===== src/bwe_pkg.sv =====
// Package for the byte-wide programmable memory host controller
package bwe_pkg;
  localparam int ADDR_W = 19;
  localparam int DATA_W = 8;
  localparam int MEM_WORDS = 524288;
  localparam int CLK_PERIOD_NS = 4;
  localparam int PROG_PULSE_NS = 100000;
  localparam int PROG_PULSE_CYC = (PROG_PULSE_NS + CLK_PERIOD_NS - 1) / CLK_PERIOD_NS;
  localparam int SETUP_NS = 40;
  localparam int SETUP_CYC = (SETUP_NS + CLK_PERIOD_NS - 1) / CLK_PERIOD_NS;
  localparam int ACCESS_NS = 200;
  localparam int ACCESS_CYC = (ACCESS_NS + CLK_PERIOD_NS - 1) / CLK_PERIOD_NS;
  localparam int MAX_RETRY = 10;
  localparam int ID_MODE_BIT = 9;
  localparam int ID_SEL_BIT = 0;
  localparam logic [2:0] CMD_READ = 3'h0;
  localparam logic [2:0] CMD_PROG = 3'h1;
  localparam logic [2:0] CMD_FINAL = 3'h2;
  localparam logic [2:0] CMD_SIG = 3'h3;
  localparam logic [2:0] CMD_FIRST = 3'h4;
  localparam logic [7:0] ERASED_BYTE = 8'hFF;
  typedef enum logic [6:0] {
    ST_IDLE = 7'h01,
    ST_SETUP = 7'h02,
    ST_PULSE = 7'h04,
    ST_RECOVER = 7'h08,
    ST_SAMPLE = 7'h10,
    ST_CHECK = 7'h20,
    ST_DONE = 7'h40
  } bwe_state_e;
endpackage : bwe_pkg


===== src/bwe_host.sv =====
// Host controller that reads, programs, verifies and identifies the memory through its pins
`timescale 1ns/1ns
// Summary of operation
// - Output gate high floats device data, as does chip select high at nominal supply; host drives data only with the gate high.
// - Programming: supply elevated, output gate high, chip select pulsed low.
// - Address and all eight data bits presented before each program pulse.
// - Pulse starts after setup and lasts the programming pulse width.
// - First pass gives every location exactly one pulse, no verify.
// - Verify: chip select high, output gate low, elevated supplies.
// - On mismatch with no wanted one read as zero, pulse again; at most ten pulses per location.
// - Final pass reads back every byte at nominal supplies.
// - Signature: id line high voltage, strobes low, select picks code.
// - Both strobes high with elevated supply inhibits programming.
// - Signature read holds all other address lines low.
module bwe_host
  import bwe_pkg::*;
#(
  parameter int PULSE_CYC = PROG_PULSE_CYC,
  parameter int RETRIES = MAX_RETRY
) (
  input wire logic clock_i,
  input wire logic reset_i,
  input wire logic cmd_valid_i,
  input wire logic [2:0] cmd_op_i,
  input wire logic [ADDR_W-1:0] cmd_addr_i,
  input wire logic [DATA_W-1:0] cmd_data_i,
  output logic cmd_ready_o,
  output logic done_o,
  output logic fail_o,
  output logic [DATA_W-1:0] rdata_o,
  output logic [3:0] pulses_o,
  output logic [ADDR_W-1:0] byte_address_lines_o,
  output logic chip_select_low_o,
  output logic output_gate_low_o,
  output logic program_supply_high_o,
  output logic core_supply_high_o,
  output logic id_high_voltage_o,
  input wire logic [DATA_W-1:0] data_io_lines_i,
  output logic [DATA_W-1:0] data_io_lines_o,
  output logic data_io_lines_oe_o
);
  initial begin
    if (PULSE_CYC < 1 || RETRIES < 1 || RETRIES > 15) begin
      $error("bwe_host: bad parameter");
    end
  end

  localparam int CW = $clog2(PULSE_CYC + ACCESS_CYC + SETUP_CYC + 2);

  bwe_state_e state_q;
  logic [CW-1:0] cnt_q;
  logic [2:0] op_q;
  logic [DATA_W-1:0] want_q;
  logic [DATA_W-1:0] sync1_q;
  logic [DATA_W-1:0] sync2_q;
  logic [3:0] pulses_q;

  // Two-stage synchroniser on the data pins
  always_ff @(posedge clock_i or posedge reset_i) begin
    if (reset_i) begin
      sync1_q <= 8'h00;
      sync2_q <= 8'h00;
    end else begin
      sync1_q <= data_io_lines_i;
      sync2_q <= sync1_q;
    end
  end

  // Sequencer
  always_ff @(posedge clock_i or posedge reset_i) begin
    if (reset_i) begin
      state_q <= ST_IDLE;
      cnt_q <= '0;
      op_q <= CMD_READ;
      want_q <= ERASED_BYTE;
      pulses_q <= 4'h0;
    end else begin
      case (state_q)
        ST_IDLE: begin
          if (cmd_valid_i) begin
            op_q <= cmd_op_i;
            want_q <= cmd_data_i;
            pulses_q <= 4'h0;
            cnt_q <= CW'(SETUP_CYC);
            state_q <= ST_SETUP;
          end
        end
        ST_SETUP: begin
          // Address and data settle before any strobe moves
          if (cnt_q > CW'(1)) begin
            cnt_q <= cnt_q - CW'(1);
          end else if (op_q == CMD_PROG || op_q == CMD_FIRST) begin
            cnt_q <= CW'(PULSE_CYC);
            state_q <= ST_PULSE;
          end else begin
            cnt_q <= CW'(ACCESS_CYC);
            state_q <= ST_SAMPLE;
          end
        end
        ST_PULSE: begin
          if (cnt_q > CW'(1)) begin
            cnt_q <= cnt_q - CW'(1);
          end else begin
            pulses_q <= pulses_q + 4'h1;
            cnt_q <= CW'(SETUP_CYC);
            state_q <= ST_RECOVER;
          end
        end
        ST_RECOVER: begin
          if (cnt_q > CW'(1)) begin
            cnt_q <= cnt_q - CW'(1);
          end else if (op_q == CMD_FIRST) begin
            state_q <= ST_DONE;
          end else begin
            cnt_q <= CW'(ACCESS_CYC);
            state_q <= ST_SAMPLE;
          end
        end
        ST_SAMPLE: begin
          if (cnt_q > CW'(1)) begin
            cnt_q <= cnt_q - CW'(1);
          end else begin
            state_q <= ST_CHECK;
          end
        end
        ST_CHECK: begin
          // a zero read where one is wanted cannot be repaired
          if (op_q == CMD_PROG && sync2_q != want_q && (~sync2_q & want_q) == 8'h00
              && pulses_q < 4'(RETRIES)) begin
            cnt_q <= CW'(SETUP_CYC);
            state_q <= ST_SETUP;
          end else begin
            state_q <= ST_DONE;
          end
        end
        ST_DONE: begin
          state_q <= ST_IDLE;
        end
        default: begin
          state_q <= ST_IDLE;
        end
      endcase
    end
  end

  // Result outputs
  always_ff @(posedge clock_i or posedge reset_i) begin
    if (reset_i) begin
      done_o <= 1'b0;
      fail_o <= 1'b0;
      rdata_o <= 8'h00;
      pulses_o <= 4'h0;
      cmd_ready_o <= 1'b0;
    end else begin
      cmd_ready_o <= (state_q == ST_IDLE) && !cmd_valid_i;
      done_o <= (state_q == ST_CHECK) && !(op_q == CMD_PROG && sync2_q != want_q
                && (~sync2_q & want_q) == 8'h00 && pulses_q < 4'(RETRIES))
                || (state_q == ST_RECOVER && op_q == CMD_FIRST && cnt_q <= CW'(1));
      if (state_q == ST_CHECK) begin
        rdata_o <= sync2_q;
        pulses_o <= pulses_q;
        fail_o <= ((op_q == CMD_PROG || op_q == CMD_FINAL) && sync2_q != want_q);
      end else if (state_q == ST_RECOVER && op_q == CMD_FIRST) begin
        pulses_o <= pulses_q;
        fail_o <= 1'b0;
      end
    end
  end

  // Pin drive
  always_ff @(posedge clock_i or posedge reset_i) begin
    if (reset_i) begin
      byte_address_lines_o <= '0;
      chip_select_low_o <= 1'b1;
      output_gate_low_o <= 1'b1;
      program_supply_high_o <= 1'b0;
      core_supply_high_o <= 1'b0;
      id_high_voltage_o <= 1'b0;
      data_io_lines_o <= 8'h00;
      data_io_lines_oe_o <= 1'b0;
    end else begin
      if (state_q == ST_IDLE && cmd_valid_i) begin
        if (cmd_op_i == CMD_SIG) begin
          byte_address_lines_o <= '0;
          byte_address_lines_o[ID_SEL_BIT] <= cmd_addr_i[ID_SEL_BIT];
        end else begin
          byte_address_lines_o <= cmd_addr_i;
        end
        data_io_lines_o <= cmd_data_i;
      end
      if (state_q == ST_IDLE || state_q == ST_DONE) begin
        chip_select_low_o <= 1'b1;
        output_gate_low_o <= 1'b1;
        data_io_lines_oe_o <= 1'b0;
        program_supply_high_o <= 1'b0;
        core_supply_high_o <= 1'b0;
        id_high_voltage_o <= 1'b0;
        if (cmd_valid_i && state_q == ST_IDLE) begin
          program_supply_high_o <= cmd_op_i == CMD_PROG || cmd_op_i == CMD_FIRST;
          core_supply_high_o <= cmd_op_i == CMD_PROG || cmd_op_i == CMD_FIRST;
          id_high_voltage_o <= cmd_op_i == CMD_SIG;
        end
      end else if (state_q == ST_SETUP || state_q == ST_RECOVER) begin
        // both strobes high, nothing programmed, device floats
        chip_select_low_o <= 1'b1;
        output_gate_low_o <= 1'b1;
        data_io_lines_oe_o <= (op_q == CMD_PROG || op_q == CMD_FIRST)
                              && !(state_q == ST_RECOVER && cnt_q <= CW'(1));
        if (state_q == ST_SETUP && cnt_q <= CW'(1)) begin
          if (op_q == CMD_PROG || op_q == CMD_FIRST) begin
            chip_select_low_o <= 1'b0;
          end else if (op_q == CMD_READ || op_q == CMD_FINAL || op_q == CMD_SIG) begin
            chip_select_low_o <= 1'b0;
            output_gate_low_o <= 1'b0;
          end else begin
            output_gate_low_o <= 1'b0;
          end
        end else if (state_q == ST_RECOVER && cnt_q <= CW'(1) && op_q == CMD_PROG) begin
          output_gate_low_o <= 1'b0;
        end
      end else if (state_q == ST_PULSE) begin
        chip_select_low_o <= cnt_q <= CW'(1);
        output_gate_low_o <= 1'b1;
      end else if (state_q == ST_CHECK) begin
        chip_select_low_o <= 1'b1;
        output_gate_low_o <= 1'b1;
        data_io_lines_oe_o <= 1'b0;
      end
    end
  end
endmodule : bwe_host


===== config.mk =====
export PLATFORM = sky130hd
export DESIGN_NAME = bwe_host
export DESIGN_NICKNAME = d
export VERILOG_FILES = /design/src/bwe_pkg.sv /design/src/bwe_host.sv
export SDC_FILE = /design/constraint.sdc
export NUM_CORES = 1
export LEC_CHECK = 0
export BUFFER_PORTS_ARGS = -buffer_cell sky130_fd_sc_hd__buf_2
export CAP_MARGIN = 0
export CORE_ASPECT_RATIO = 0.9
export CORE_MARGIN = 2
export CORE_UTILIZATION = 50
export DETAILED_ROUTE_END_ITERATION = 6
export MAX_ROUTING_LAYER = met4
export PLACE_DENSITY = 0.82
export REMOVE_ABC_BUFFERS = 1
export SKIP_LAST_GASP = 1
export SLEW_MARGIN = 5
export SYNTH_ARGS = -nofsm -noshare
export SYNTH_HDL_FRONTEND = slang
export SYNTH_SLANG_ARGS = --single-unit

===== constraint.sdc =====
create_clock -name clock_i -period 2.8 [get_ports clock_i]
set_input_delay 0.28 -clock clock_i [delete_from_list [all_inputs] [get_ports clock_i]]
set_output_delay 0.28 -clock clock_i [all_outputs]
set_load 0.005 [all_outputs]

==> results of run 1 <==
-- kinds of logic (layout without fill, tap and decap cells) --
logic type	Yosys count	in the layout	synth area share, %
mux	15	15	3.65
compound gates	88	88	12.6
xor+xnor	6	6	1.13
simple gates	206	206	20.8
flops	100	100	54.0
fa+ha+maj	11	11	2.95
buf+inv	51	155	4.88
-- critical path: cells and delay by family, from the launching register on --
kind                   cells  cell delay, ns
AND/OR/NAND/NOR            4            1.45
flip-flops                 1            0.43
AO/OA/AOI/OAI              2            0.29
buffers and inverters      1            0.21
-- metrics by stage --
stage	hold WS, ns	worst slack [ns]	instances	util [%]
after detailed placement	0.336	0.324	678	58.0
after global placement	0.332	0.382	678	58.0
after floorplan	0.311	-0.0806	451	-
final	0.0929	0.303	703	61.3
after global routing	0.0864	0.144	703	61.3
after CTS	0.0814	0.315	703	61.3
-- sequential cells by signal, summed over array words and instances (netlist names), 3 cells and up --
signal	count
sync1_q	8
sync2_q	8
state_q	7
op_q	3
cnt_q	15
data_io_lines_o	8
byte_address_lines_o	19
rdata_o	8
pulses_q	4
pulses_o	4
want_q	8
-- final cells by class --
cell class              count  area (sq um)  area share (%)
clock inverters             7          93.8            1.68
well taps                 122           153            2.74
flip-flops and latches    100          2520            45.2
inverters                  25          96.3            1.73
repair buffers            114           671            12.0
clock buffers               9           124            2.22
multi-input cells         326          1920            34.4
-- layer usage --
metal	part of all wire, %	wire [um]	track usage (%)
met1	43	4660	30.0
met2	49	5320	38.0
met3	6.4	694	4.58
met4	1.8	191	7.13
met5	0	0	-
-- placed cells by master (no fill, tap or decap), types with 12 or more instances in the layout --
| cell | n |
|---|---|
| sky130_fd_sc_hd__a211oi_1 | 12 |
| sky130_fd_sc_hd__buf_2 | 88 |
| sky130_fd_sc_hd__buf_4 | 16 |
| sky130_fd_sc_hd__dfrtp_1 | 89 |
| sky130_fd_sc_hd__inv_1 | 24 |
| sky130_fd_sc_hd__mux2_2 | 12 |
| sky130_fd_sc_hd__nand2_1 | 109 |
| sky130_fd_sc_hd__nand3_1 | 24 |
| sky130_fd_sc_hd__nor2_1 | 23 |
| sky130_fd_sc_hd__o21ai_0 | 26 |
-- power groups by stage --
stage / logic [mW] / clock network (mW) / registers [mW]
after floorplan: 1.45 / 0 / 2.23
after global placement: 2.31 / 0 / 2.20
after detailed placement: 2.40 / 0 / 2.21
after CTS: 2.41 / 0.982 / 2.20
after global routing: 2.70 / 1.04 / 2.26
final: 2.42 / 0.961 / 2.21
-- how the worst max path moves through the flow --
stage | end | cells past startpoint
finish | pulses_q[3]$_DFFE_PP0P_ | 7
global route | cnt_q[2]$_DFFE_PP0P_ | 9
CTS | pulses_q[3]$_DFFE_PP0P_ | 7
detailed placement | cnt_q[11]$_DFFE_PP0P_ | 7
global placement | cnt_q[2]$_DFFE_PP0P_ | 8
floorplan | byte_address_lines_o[0]$_DFFE_PP0P_ | 1
==> metrics.md, run 1 <==
| Metric | Value |
|---|---|
| Run status | completed |
| Slew HR | 50.3% |
| H-tree level count | 3 |
| Commonest cells post-synth | sky130_fd_sc_hd__nand2_1 (109), sky130_fd_sc_hd__dfrtp_1 (89), sky130_fd_sc_hd__o21ai_0 (26) |
| Setup Skew | 0.0163 ns |
| Max-Cap Viols | 0 |
| Cell area after placement | ~0.0053 sq mm |
| Combinational group share of total power | 43.2% |
| Violation count after the first detailed-routing iteration | 333 |
| Leading cell type by number of instances after synthesis | sky130_fd_sc_hd__nand2_1 |
| Number of antenna-violating nets in the routed design | 0 |
| Cell Rows | 33 |
| Avg Cell Area, Syn | between 9 and 10 sq um |
| Min-delay worst type | input pin to flop |
| Count of pins on the block boundary | 89 |
| Worst Path Required | approximately 3 ns |
| Critical path's slowest cell | sky130_fd_sc_hd__or4_4 |
| Post-synthesis cell count | between 400 and 500 |
| Via count of the first global-routing pass | between 3000 and 4000 |
| CP max FO | 12 |
| Total of flip-flops plus latches after synthesis | 100 |
| Die extent in x | 106 um |
| Die Y | 95.6 um |
| Iteration count of the initial detailed-routing pass | 5 |
| Overall global routing resource usage | 23.3% |
| Startpoint type of the worst setup path | flop |
| Setup repair after global routing missed its margin | false |
| Critical setup path kind | flop to flop |
| Origin of the worst setup path | cnt_q[6]$_DFFE_PP0P_ |
| Half-perimeter wire length after placement | 7640 um |
| Number of flops mapped to enable cells by yosys | 0 |
| Maximum number of pins on one net before global-route repair | 52 |
| Number of diodes added for antenna fixing | 0 |
| Area leader, netlist | sky130_fd_sc_hd__dfrtp_1 |
| Starting density of the core | 51.3% |
| Count of buffers inserted at the top-level ports | slightly below 90 |
| CTS-repair resized insts | 0 |
| Layout cells sized above 1 | 28.1% |
| Data arrival time of the worst path | about 2.8 ns |
| Final Wtd Congestion | 0.981 |
| Main area contributors after synthesis | sky130_fd_sc_hd__dfrtp_1 (48%), sky130_fd_sc_hd__nand2_1 (8.8%), sky130_fd_sc_hd__dfstp_2 (6.2%) |
| R2r endpoint | pulses_q[3]$_DFFE_PP0P_ |
| Sum of internal, switching and leakage power | 5.59 mW |
| Setup crit end kind | flop |
| Hold Vio Cnt, Final | 0 |
| Worst supply voltage drop on vdd | 0.000598 V |
| DRC viols | 0 |
| Gr ovfl total | 0 |
| Share of the yosys chip area belonging to registers | 54.0% |
| Netlist area before placement | roughly 0.0047 sq mm |
| Area added between synthesis and finish | 19.5% |
| Max Root-Sink Buffers | 2 |
| Share of power burned in the clock network | 17.2% |
| Clock latency at the later pin of the worst-skew pair | ~0.38 ns |
| Yosys synthesis warning count | 0 |
| Layout fillers | 757 |
| Crit-path max cell delay | 0.56 ns |
| Cts-stage hold buffer count | 9 |
| Summed area of non-filler cells in the final layout | 0.00557 sq mm |
| Flop pwr share | 39.6% |
| Switching power share of the total | about two fifths |
| Reg-to-Reg Start | cnt_q[6]$_DFFE_PP0P_ |
| Power per standard cell area | 1000 mW/mm^2 |
| TritonCTS clock tree | done |
| Total die area | 0.0101 sq mm |
| Post-detailed-route via-to-cell ratio | 5.55 |
| Worst Hold Endpoint | byte_address_lines_o[0]$_DFFE_PP0P_ |
| Clock buffer count from CTS | 9 |
| Total negative setup slack | 0 ns |
| Distinct cell type count of the synthesized netlist | 60 |
| Number of cells on the worst hold path | 3 |
| WL/cell | 15.5 um |
| Leakage | 2.80 nW |
| FF-to-FF path depth | 7 |
| Async SR Flop Fraction | between 90% and 100% |
| Detailed-route wire length | 10900 um |
| Internal power summed over all cells | 3.25 mW |
| FF-to-FF setup slack | around 0.3 ns |
| Ys flop type | sky130_fd_sc_hd__dfrtp_1 |
| Clock-pin slew on the worst setup and hold paths | around 0.11 ns |
| CORE AREA | 0.00908 sq mm |
| Maximum achievable frequency | ~0.4 GHz |
| Wire length of the first global-routing pass | approximately 18000 um |
| Sink Count | 100 |
| Vias | 3899 |
| Worst Max-Slew Pin Slew | 0.743 ns |
| Share of the cycle needed by the critical path after routing | between 80 and 90% |
| Critical hold path startpoint | cmd_addr_i[0] |
| Worst path cell trace | or4_4 > or3_4 > or2_1 > buf_4 > nor2_2 > a41o_1 > a31oi_1 |
| Number of antenna violations at the first check in global routing | 0 |
| Final critical delay including setup and external delays | 2.50 ns |
| Clk Tree Root Cell | sky130_fd_sc_hd__clkbuf_8 |
| Share of Yosys cell area claimed by the top area cell type | 47.8% |
| Final setup viols | 0 |
| Net switching power figure | 2.34 mW |
| Final Max Tran Viols | 0 |
| Nets | about 630 |
| Post-CTS Setup Inserts | 0 |
No activity file was read; power rests on OpenSTA's default activity.
==> inputs of run 2 (changes only) <==
--- a/config.mk
+++ b/config.mk
@@ -9,8 +9,10 @@
 export CAP_MARGIN = 0
+export CELL_PAD_IN_SITES_DETAIL_PLACEMENT = 1
+export CELL_PAD_IN_SITES_GLOBAL_PLACEMENT = 1
 export CORE_ASPECT_RATIO = 0.9
 export CORE_MARGIN = 2
-export CORE_UTILIZATION = 50
+export CORE_UTILIZATION = 38
 export DETAILED_ROUTE_END_ITERATION = 6
 export MAX_ROUTING_LAYER = met4
-export PLACE_DENSITY = 0.82
+export PLACE_DENSITY = 0.81
 export REMOVE_ABC_BUFFERS = 1
--- a/constraint.sdc
+++ b/constraint.sdc
@@ -3,2 +3,2 @@
 set_output_delay 0.28 -clock clock_i [all_outputs]
-set_load 0.005 [all_outputs]
+set_load 0.01 [all_outputs]
==> run 2 against run 1 <==
Effect of this change: first-iteration DRC count down 38%; maximum frequency down 5.5%; non-clock buffer count down 6; wire length up 15%.
==> metrics.md, run 2 (synthesis results as in run 1) <==
| Metric | Value |
|---|---|
| Wire length of the first global-routing pass | 21400 um |
| Clock-pin slew on the worst setup and hold paths | 0.07 ns |
| Detailed-route wire length | 12400 um |
| Clk Tree Root Cell | sky130_fd_sc_hd__clkbuf_16 |
| Setup repair after global routing missed its margin | false |
| Final critical delay including setup and external delays | ~2.6 ns |
| Die extent in x | 121 um |
| Crit-path max cell delay | 0.55 ns |
| DRC viols | 0 |
| Setup crit end kind | flop |
| CORE AREA | around 0.012 sq mm |
| Critical path capture point | cnt_q[8]$_DFFE_PP0P_ |
| Most frequent standard cell in the layout excluding fill and tap cells | sky130_fd_sc_hd__nand2_1 |
| CTS-repair resized insts | 0 |
| Reg-to-Reg Start | cnt_q[6]$_DFFE_PP0P_ |
| Max-Cap Viols | 0 |
| Gr ovfl total | 0 |
| Post-CTS Setup Inserts | 0 |
| Share of the cycle needed by the critical path after routing | 94.4% |
| Iteration count of the initial detailed-routing pass | 4 |
| Worst path cell trace | or4_4 > or3_4 > or2_1 > a21oi_4 > or2_2 > o21ai_0 |
| Maximum achievable frequency | ~0.38 GHz |
| FF-to-FF setup slack | 0.16 ns |
| Max Root-Sink Buffers | 2 |
| Number of antenna-violating nets in the routed design | 0 |
| Crit path depth | 6 |
| Clock latency at the later pin of the worst-skew pair | 0.36 ns |
| H-tree level count | 3 |
| CP max FO | 15 |
| Layout fillers | approximately 1400 |
| Summed area of non-filler cells in the final layout | 0.00564 sq mm |
| Multi-input logic area | approximately 0.0019 sq mm |
| Number of antenna violations at the first check in global routing | 0 |
| Power per standard cell area | 1070 mW/mm^2 |
| Setup Skew | 0.00803 ns |
| WL/cell | roughly 17 um |
| Gate family responsible for the most delay along the worst path | simple AND/OR/NAND/NOR gates |
| FF-to-FF path depth | 6 |
| Worst slack at placement | between 0.15 and 0.2 ns |
| Min-delay worst type | input pin to asynchronous set/reset pin |
| Worst Path Required | 3.02 ns |
| Sequential Area | 0.00252 sq mm |
| Total die area | 0.0132 sq mm |
| Final Max Tran Viols | 0 |
| Overall global routing resource usage | 21.3% |
| Data arrival time of the worst path | 2.87 ns |
| Worst Max-Slew Pin Slew | 0.792 ns |
| R2r endpoint | cnt_q[8]$_DFFE_PP0P_ |
| Starting density of the core | 38.8% |
| Via count of the first global-routing pass | around 4200 |
| Hold Vio Cnt, Final | 0 |
| Nets | around 620 |
| Final setup viols | 0 |
| TritonCTS clock tree | done |
| Count of pins on the block boundary | a little under 90 |
| Reg with most FFs | byte_address_lines_o |
| Layout cells sized above 1 | between 20% and 30% |
| Slew HR | 47.1% |
| Half-perimeter wire length after placement | 9210 um |
| Post-detailed-route via-to-cell ratio | 5.32 |
| Area added between synthesis and finish | 20.9% |
| Total negative setup slack | 0 ns |
| Number of diodes added for antenna fixing | 0 |
| Origin of the worst setup path | cnt_q[6]$_DFFE_PP0P_ |
| Sink Count | 100 |
| Clock buffer count from CTS | 9 |
| Cts-stage hold buffer count | 0 |
| Worst supply voltage drop on vdd | 0.000549 V |
| Cell Rows | 38 |
| Most used cells in the layout excluding fill and tap cells | sky130_fd_sc_hd__nand2_1 (109), sky130_fd_sc_hd__dfrtp_1 (89), sky130_fd_sc_hd__buf_2 (88) |
| Run status | completed |
| Largest registers ranked by flip-flop count | byte_address_lines_o: 19 flops, cnt_q: 15 flops |
| Critical setup path kind | flop to flop |
| Number of flip-flops in the largest register | 19 |
| Maximum number of pins on one net before global-route repair | 52 |
| Die Y | approximately 110 um |
| Buf+Inv Stages, Crit Path | 0 |
| Final Wtd Congestion | 0.915 |
| Count of buffers inserted at the top-level ports | slightly below 90 |
| Leakage | 2.82 nW |
| Violation count after the first detailed-routing iteration | 207 |
| Worst setup margin | 0.157 ns |
| Startpoint type of the worst setup path | flop |
| Vias | roughly 4000 |
| Critical path's slowest cell | sky130_fd_sc_hd__or4_4 |
| Minimum hold slack | 0.0104 ns |
| Cell area after placement | 0.00534 sq mm |
==> run 2: cell types whose count changed in the layout (fill, tap and decap cells not counted), moves of 2 or more <==
cell and change:
sky130_fd_sc_hd__dlygate4sd3_1 -9, sky130_fd_sc_hd__buf_4 +3, sky130_fd_sc_hd__clkinv_8 -2, sky130_fd_sc_hd__clkbuf_8 -9, sky130_fd_sc_hd__clkbuf_16 +9, sky130_fd_sc_hd__inv_6 +2
==> run 2: worst min path at each step <==
stage	start	endpoint	cells after the start
floorplan	data_io_lines_i[0]	sync1_q[0]$_DFF_PP0_	0
global placement	sync1_q[0]$_DFF_PP0_	sync2_q[0]$_DFF_PP0_	0
detailed placement	sync1_q[2]$_DFF_PP0_	sync2_q[2]$_DFF_PP0_	0
CTS	data_io_lines_i[6]	sync1_q[6]$_DFF_PP0_	1
global route	data_io_lines_i[3]	sync1_q[3]$_DFF_PP0_	1
finish	reset_i	pulses_o[0]$_DFFE_PP0P_	2
==> run 2: metal layers <==
layer	wire length, um	global-route usage, %	vias up
li1	-	-	1836
met1	5530	26.7	1952
met2	6080	34.1	101
met3	604	4.76	20
met4	233	8.06	0
met5	0	-	-
==> run 2: stage by stage <==
stage               instances  total power [mW]  utilization [%]
finish                    735              6.02             46.9
global route              735              6.48             46.9
CTS                       735              6.09             46.9
detailed placement        719              4.81             44.4
global placement          719              4.67             44.4
floorplan                 451              3.77                -
==> run 2: where the power goes <==
part | switching (mW) | leakage, nW | total [mW] | internal, mW
Clock | 0.610 | 0.144 | 1.24 | 0.634
Combinational | 1.59 | 1.41 | 2.56 | 0.966
Sequential | 0.309 | 1.26 | 2.22 | 1.91
Total | 2.51 | 2.82 | 6.02 | 3.51
==> run 2: layout make-up <==
class                           instances  share of cell area, %
Tap cell                              160                   3.55
Sequential cell                       100                   44.6
Clock buffer                            9                   3.99
Inverter                               25                   1.71
Clock inverter                          7                   1.38
Timing Repair Buffer                  108                   10.7
Multi-Input combinational cell        326                   34.0
==> inputs of run 3 (changes only) <==
- CORE_ASPECT_RATIO: 0.9 -> not set
==> run 3 against run 2 <==
Effect of this change: wire length up 1.6%; total power up 0.66%; die area about the same; worst setup slack better by 0.032 ns; critical path type unchanged; critical path depth unchanged; combinational power about the same; largest cell class unchanged; sequential power about the same; largest power group unchanged; cell area down 0.62%.
==> metrics.md, run 3 (synthesis results as in run 1) <==
| Metric | Value |
|---|---|
| Clock buffer count from CTS | 9 |
| Critical path's slowest cell | sky130_fd_sc_hd__or4_4 |
| Maximum achievable frequency | 0.383 GHz |
| Final standard cell utilization of the core | between 40% and 50% |
| Data arrival time of the worst path | 2.85 ns |
| Post-detailed-route via-to-cell ratio | 5.40 |
| Most frequent standard cell in the layout excluding fill and tap cells | sky130_fd_sc_hd__nand2_1 |
| TritonCTS clock tree | done |
| Max-Cap Viols | 0 |
| Worst Max-Slew Pin Slew | 0.817 ns |
| Slew HR | 45.4% |
| Iteration count of the initial detailed-routing pass | 4 |
| Largest registers ranked by flip-flop count | byte_address_lines_o: 19 flops, cnt_q: 15 flops |
| Starting density of the core | between 30% and 40% |
| Crit-path max cell delay | around 0.55 ns |
| Cts-stage hold buffer count | 0 |
| Cell area after placement | 0.00530 sq mm |
| Detailed-route wire length | ~13000 um |
| Critical setup path kind | flop to flop |
| Post-CTS Setup Inserts | 0 |
| Gr ovfl total | 0 |
| Sink Count | 100 |
| Final critical delay including setup and external delays | 2.61 ns |
| Die Y | 115 um |
| Nets | around 620 |
| Total die area | 0.0132 sq mm |
| CP max FO | 15 |
| Layout cells sized above 1 | between 20% and 30% |
| Via count of the first global-routing pass | about 4200 |
| Clk Tree Root Cell | sky130_fd_sc_hd__clkbuf_16 |
| Setup crit end kind | flop |
| WL/cell | 17.6 um |
| Startpoint type of the worst setup path | flop |
| Final setup viols | 0 |
| Number of antenna violations at the first check in global routing | 0 |
| Clock latency at the later pin of the worst-skew pair | approximately 0.36 ns |
| Vias | 3880 |
| Worst supply voltage drop on vdd | a little over 0.0004 V |
| Worst Path Required | between 3 and 4 ns |
| Overall global routing resource usage | a little over a fifth |
| Most used cells in the layout excluding fill and tap cells | sky130_fd_sc_hd__nand2_1 (109), sky130_fd_sc_hd__dfrtp_1 (89), sky130_fd_sc_hd__buf_2 (88) |
| Share of the cycle needed by the critical path after routing | 93.2% |
| H-tree level count | 3 |
| Cell Rows | 40 |
| Run status | completed |
| Area added between synthesis and finish | 20.2% |
| Leakage | 2.81 nW |
| Die extent in x | 115 um |
| Number of flip-flops in the largest register | 19 |
| Hold Vio Cnt, Final | 0 |
| FF-to-FF setup slack | 0.19 ns |
| Setup Skew | 0.0114 ns |
| Final Max Tran Viols | 0 |
| Min-delay worst type | input pin to flop |
| CORE AREA | between 0.01 and 0.015 sq mm |
| FF-to-FF path depth | 6 |
| DRC viols | 0 |
| Half-perimeter wire length after placement | 9180 um |
| Max Root-Sink Buffers | 2 |
| Critical path capture point | cnt_q[4]$_DFFE_PP0P_ |
| Worst path cell trace | or4_4 > or3_4 > or2_1 > o41ai_2 > a31oi_1 > o22a_1 |
| Number of diodes added for antenna fixing | 0 |
| Summed area of non-filler cells in the final layout | between 0.005 and 0.006 sq mm |
| Violation count after the first detailed-routing iteration | between 150 and 200 |
| Final Wtd Congestion | a little under 0.9 |
| Count of buffers inserted at the top-level ports | 88 |
| Total negative setup slack | 0 ns |
| Maximum number of pins on one net before global-route repair | 66 |
| CTS-repair resized insts | 0 |
| Origin of the worst setup path | cnt_q[6]$_DFFE_PP0P_ |
| Wire length of the first global-routing pass | 21200 um |
| Count of pins on the block boundary | 89 |
| Setup repair after global routing missed its margin | false |
| Clock-pin slew on the worst setup and hold paths | 0.08 ns |
| Reg with most FFs | byte_address_lines_o |
| Reg-to-Reg Start | cnt_q[6]$_DFFE_PP0P_ |
| Power per standard cell area | 1080 mW/mm^2 |
| R2r endpoint | cnt_q[4]$_DFFE_PP0P_ |
| Number of antenna-violating nets in the routed design | 0 |
## run 3: cell types whose count changed in the layout (fill, tap and decap cells not counted), sizes merged
| cell | previous run | this run |
|---|---|---|
| inv | 29 | 28 |
| clkinv | 2 | 4 |
| clkinvlp | 1 | 0 |
| buf | 108 | 105 |
## run 3: final cells by class
cell class | count | area, sq um
multi-input combinational | 326 | 1920
fill | 1416 | 6410
clock inverter | 7 | 81.3
timing repair buffer | 105 | 581
inverter | 25 | 96.3
clock buffer | 9 | 225
sequential | 100 | 2520
tap | 147 | 184
## run 3: worst min path at each step
stage	start	to	cells past startpoint
after CTS	data_io_lines_i[4]	sync1_q[4]$_DFF_PP0_	1
after global placement	sync1_q[0]$_DFF_PP0_	sync2_q[0]$_DFF_PP0_	0
after detailed placement	sync1_q[5]$_DFF_PP0_	sync2_q[5]$_DFF_PP0_	0
after global routing	data_io_lines_i[0]	sync1_q[0]$_DFF_PP0_	1
after floorplan	data_io_lines_i[0]	sync1_q[0]$_DFF_PP0_	0
final	data_io_lines_i[4]	sync1_q[4]$_DFF_PP0_	1
## run 3: critical path: cells and delay by family (launching register included)
kind | cells | cell delay (ns)
AO/OA/AOI/OAI | 3 | 0.69
flip-flops | 1 | 0.41
AND/OR/NAND/NOR | 3 | 1.39
## run 3: power breakdown
group / internal [mW] / leakage (nW) / switching, mW / total (mW)
logic: 0.971 / 1.40 / 1.61 / 2.58
registers: 1.91 / 1.26 / 0.306 / 2.22
clock network: 0.638 / 0.150 / 0.627 / 1.26
total: 3.52 / 2.81 / 2.54 / 6.06
## run 3: metrics by stage
stage / instances / hold WS [ns] / total power, mW / setup WS [ns]
final: 719 / 0.0249 / 6.06 / 0.189
after global routing: 719 / 0.0159 / 6.52 / 0.0381
after CTS: 719 / 0.0111 / 6.12 / 0.193
after detailed placement: 703 / 0.340 / 4.81 / 0.220
after global placement: 703 / 0.331 / 4.63 / 0.282
after floorplan: 451 / 0.311 / 3.77 / -0.0806
## run 3: metal layers
metal  track usage, %  share of wire, %  up-vias
met5                -                 0        -
met4             7.47               1.5        0
li1                 -                 -     1821
met2             35.7                51      109
met3             4.90               5.5       20
met1             25.4                42     1930
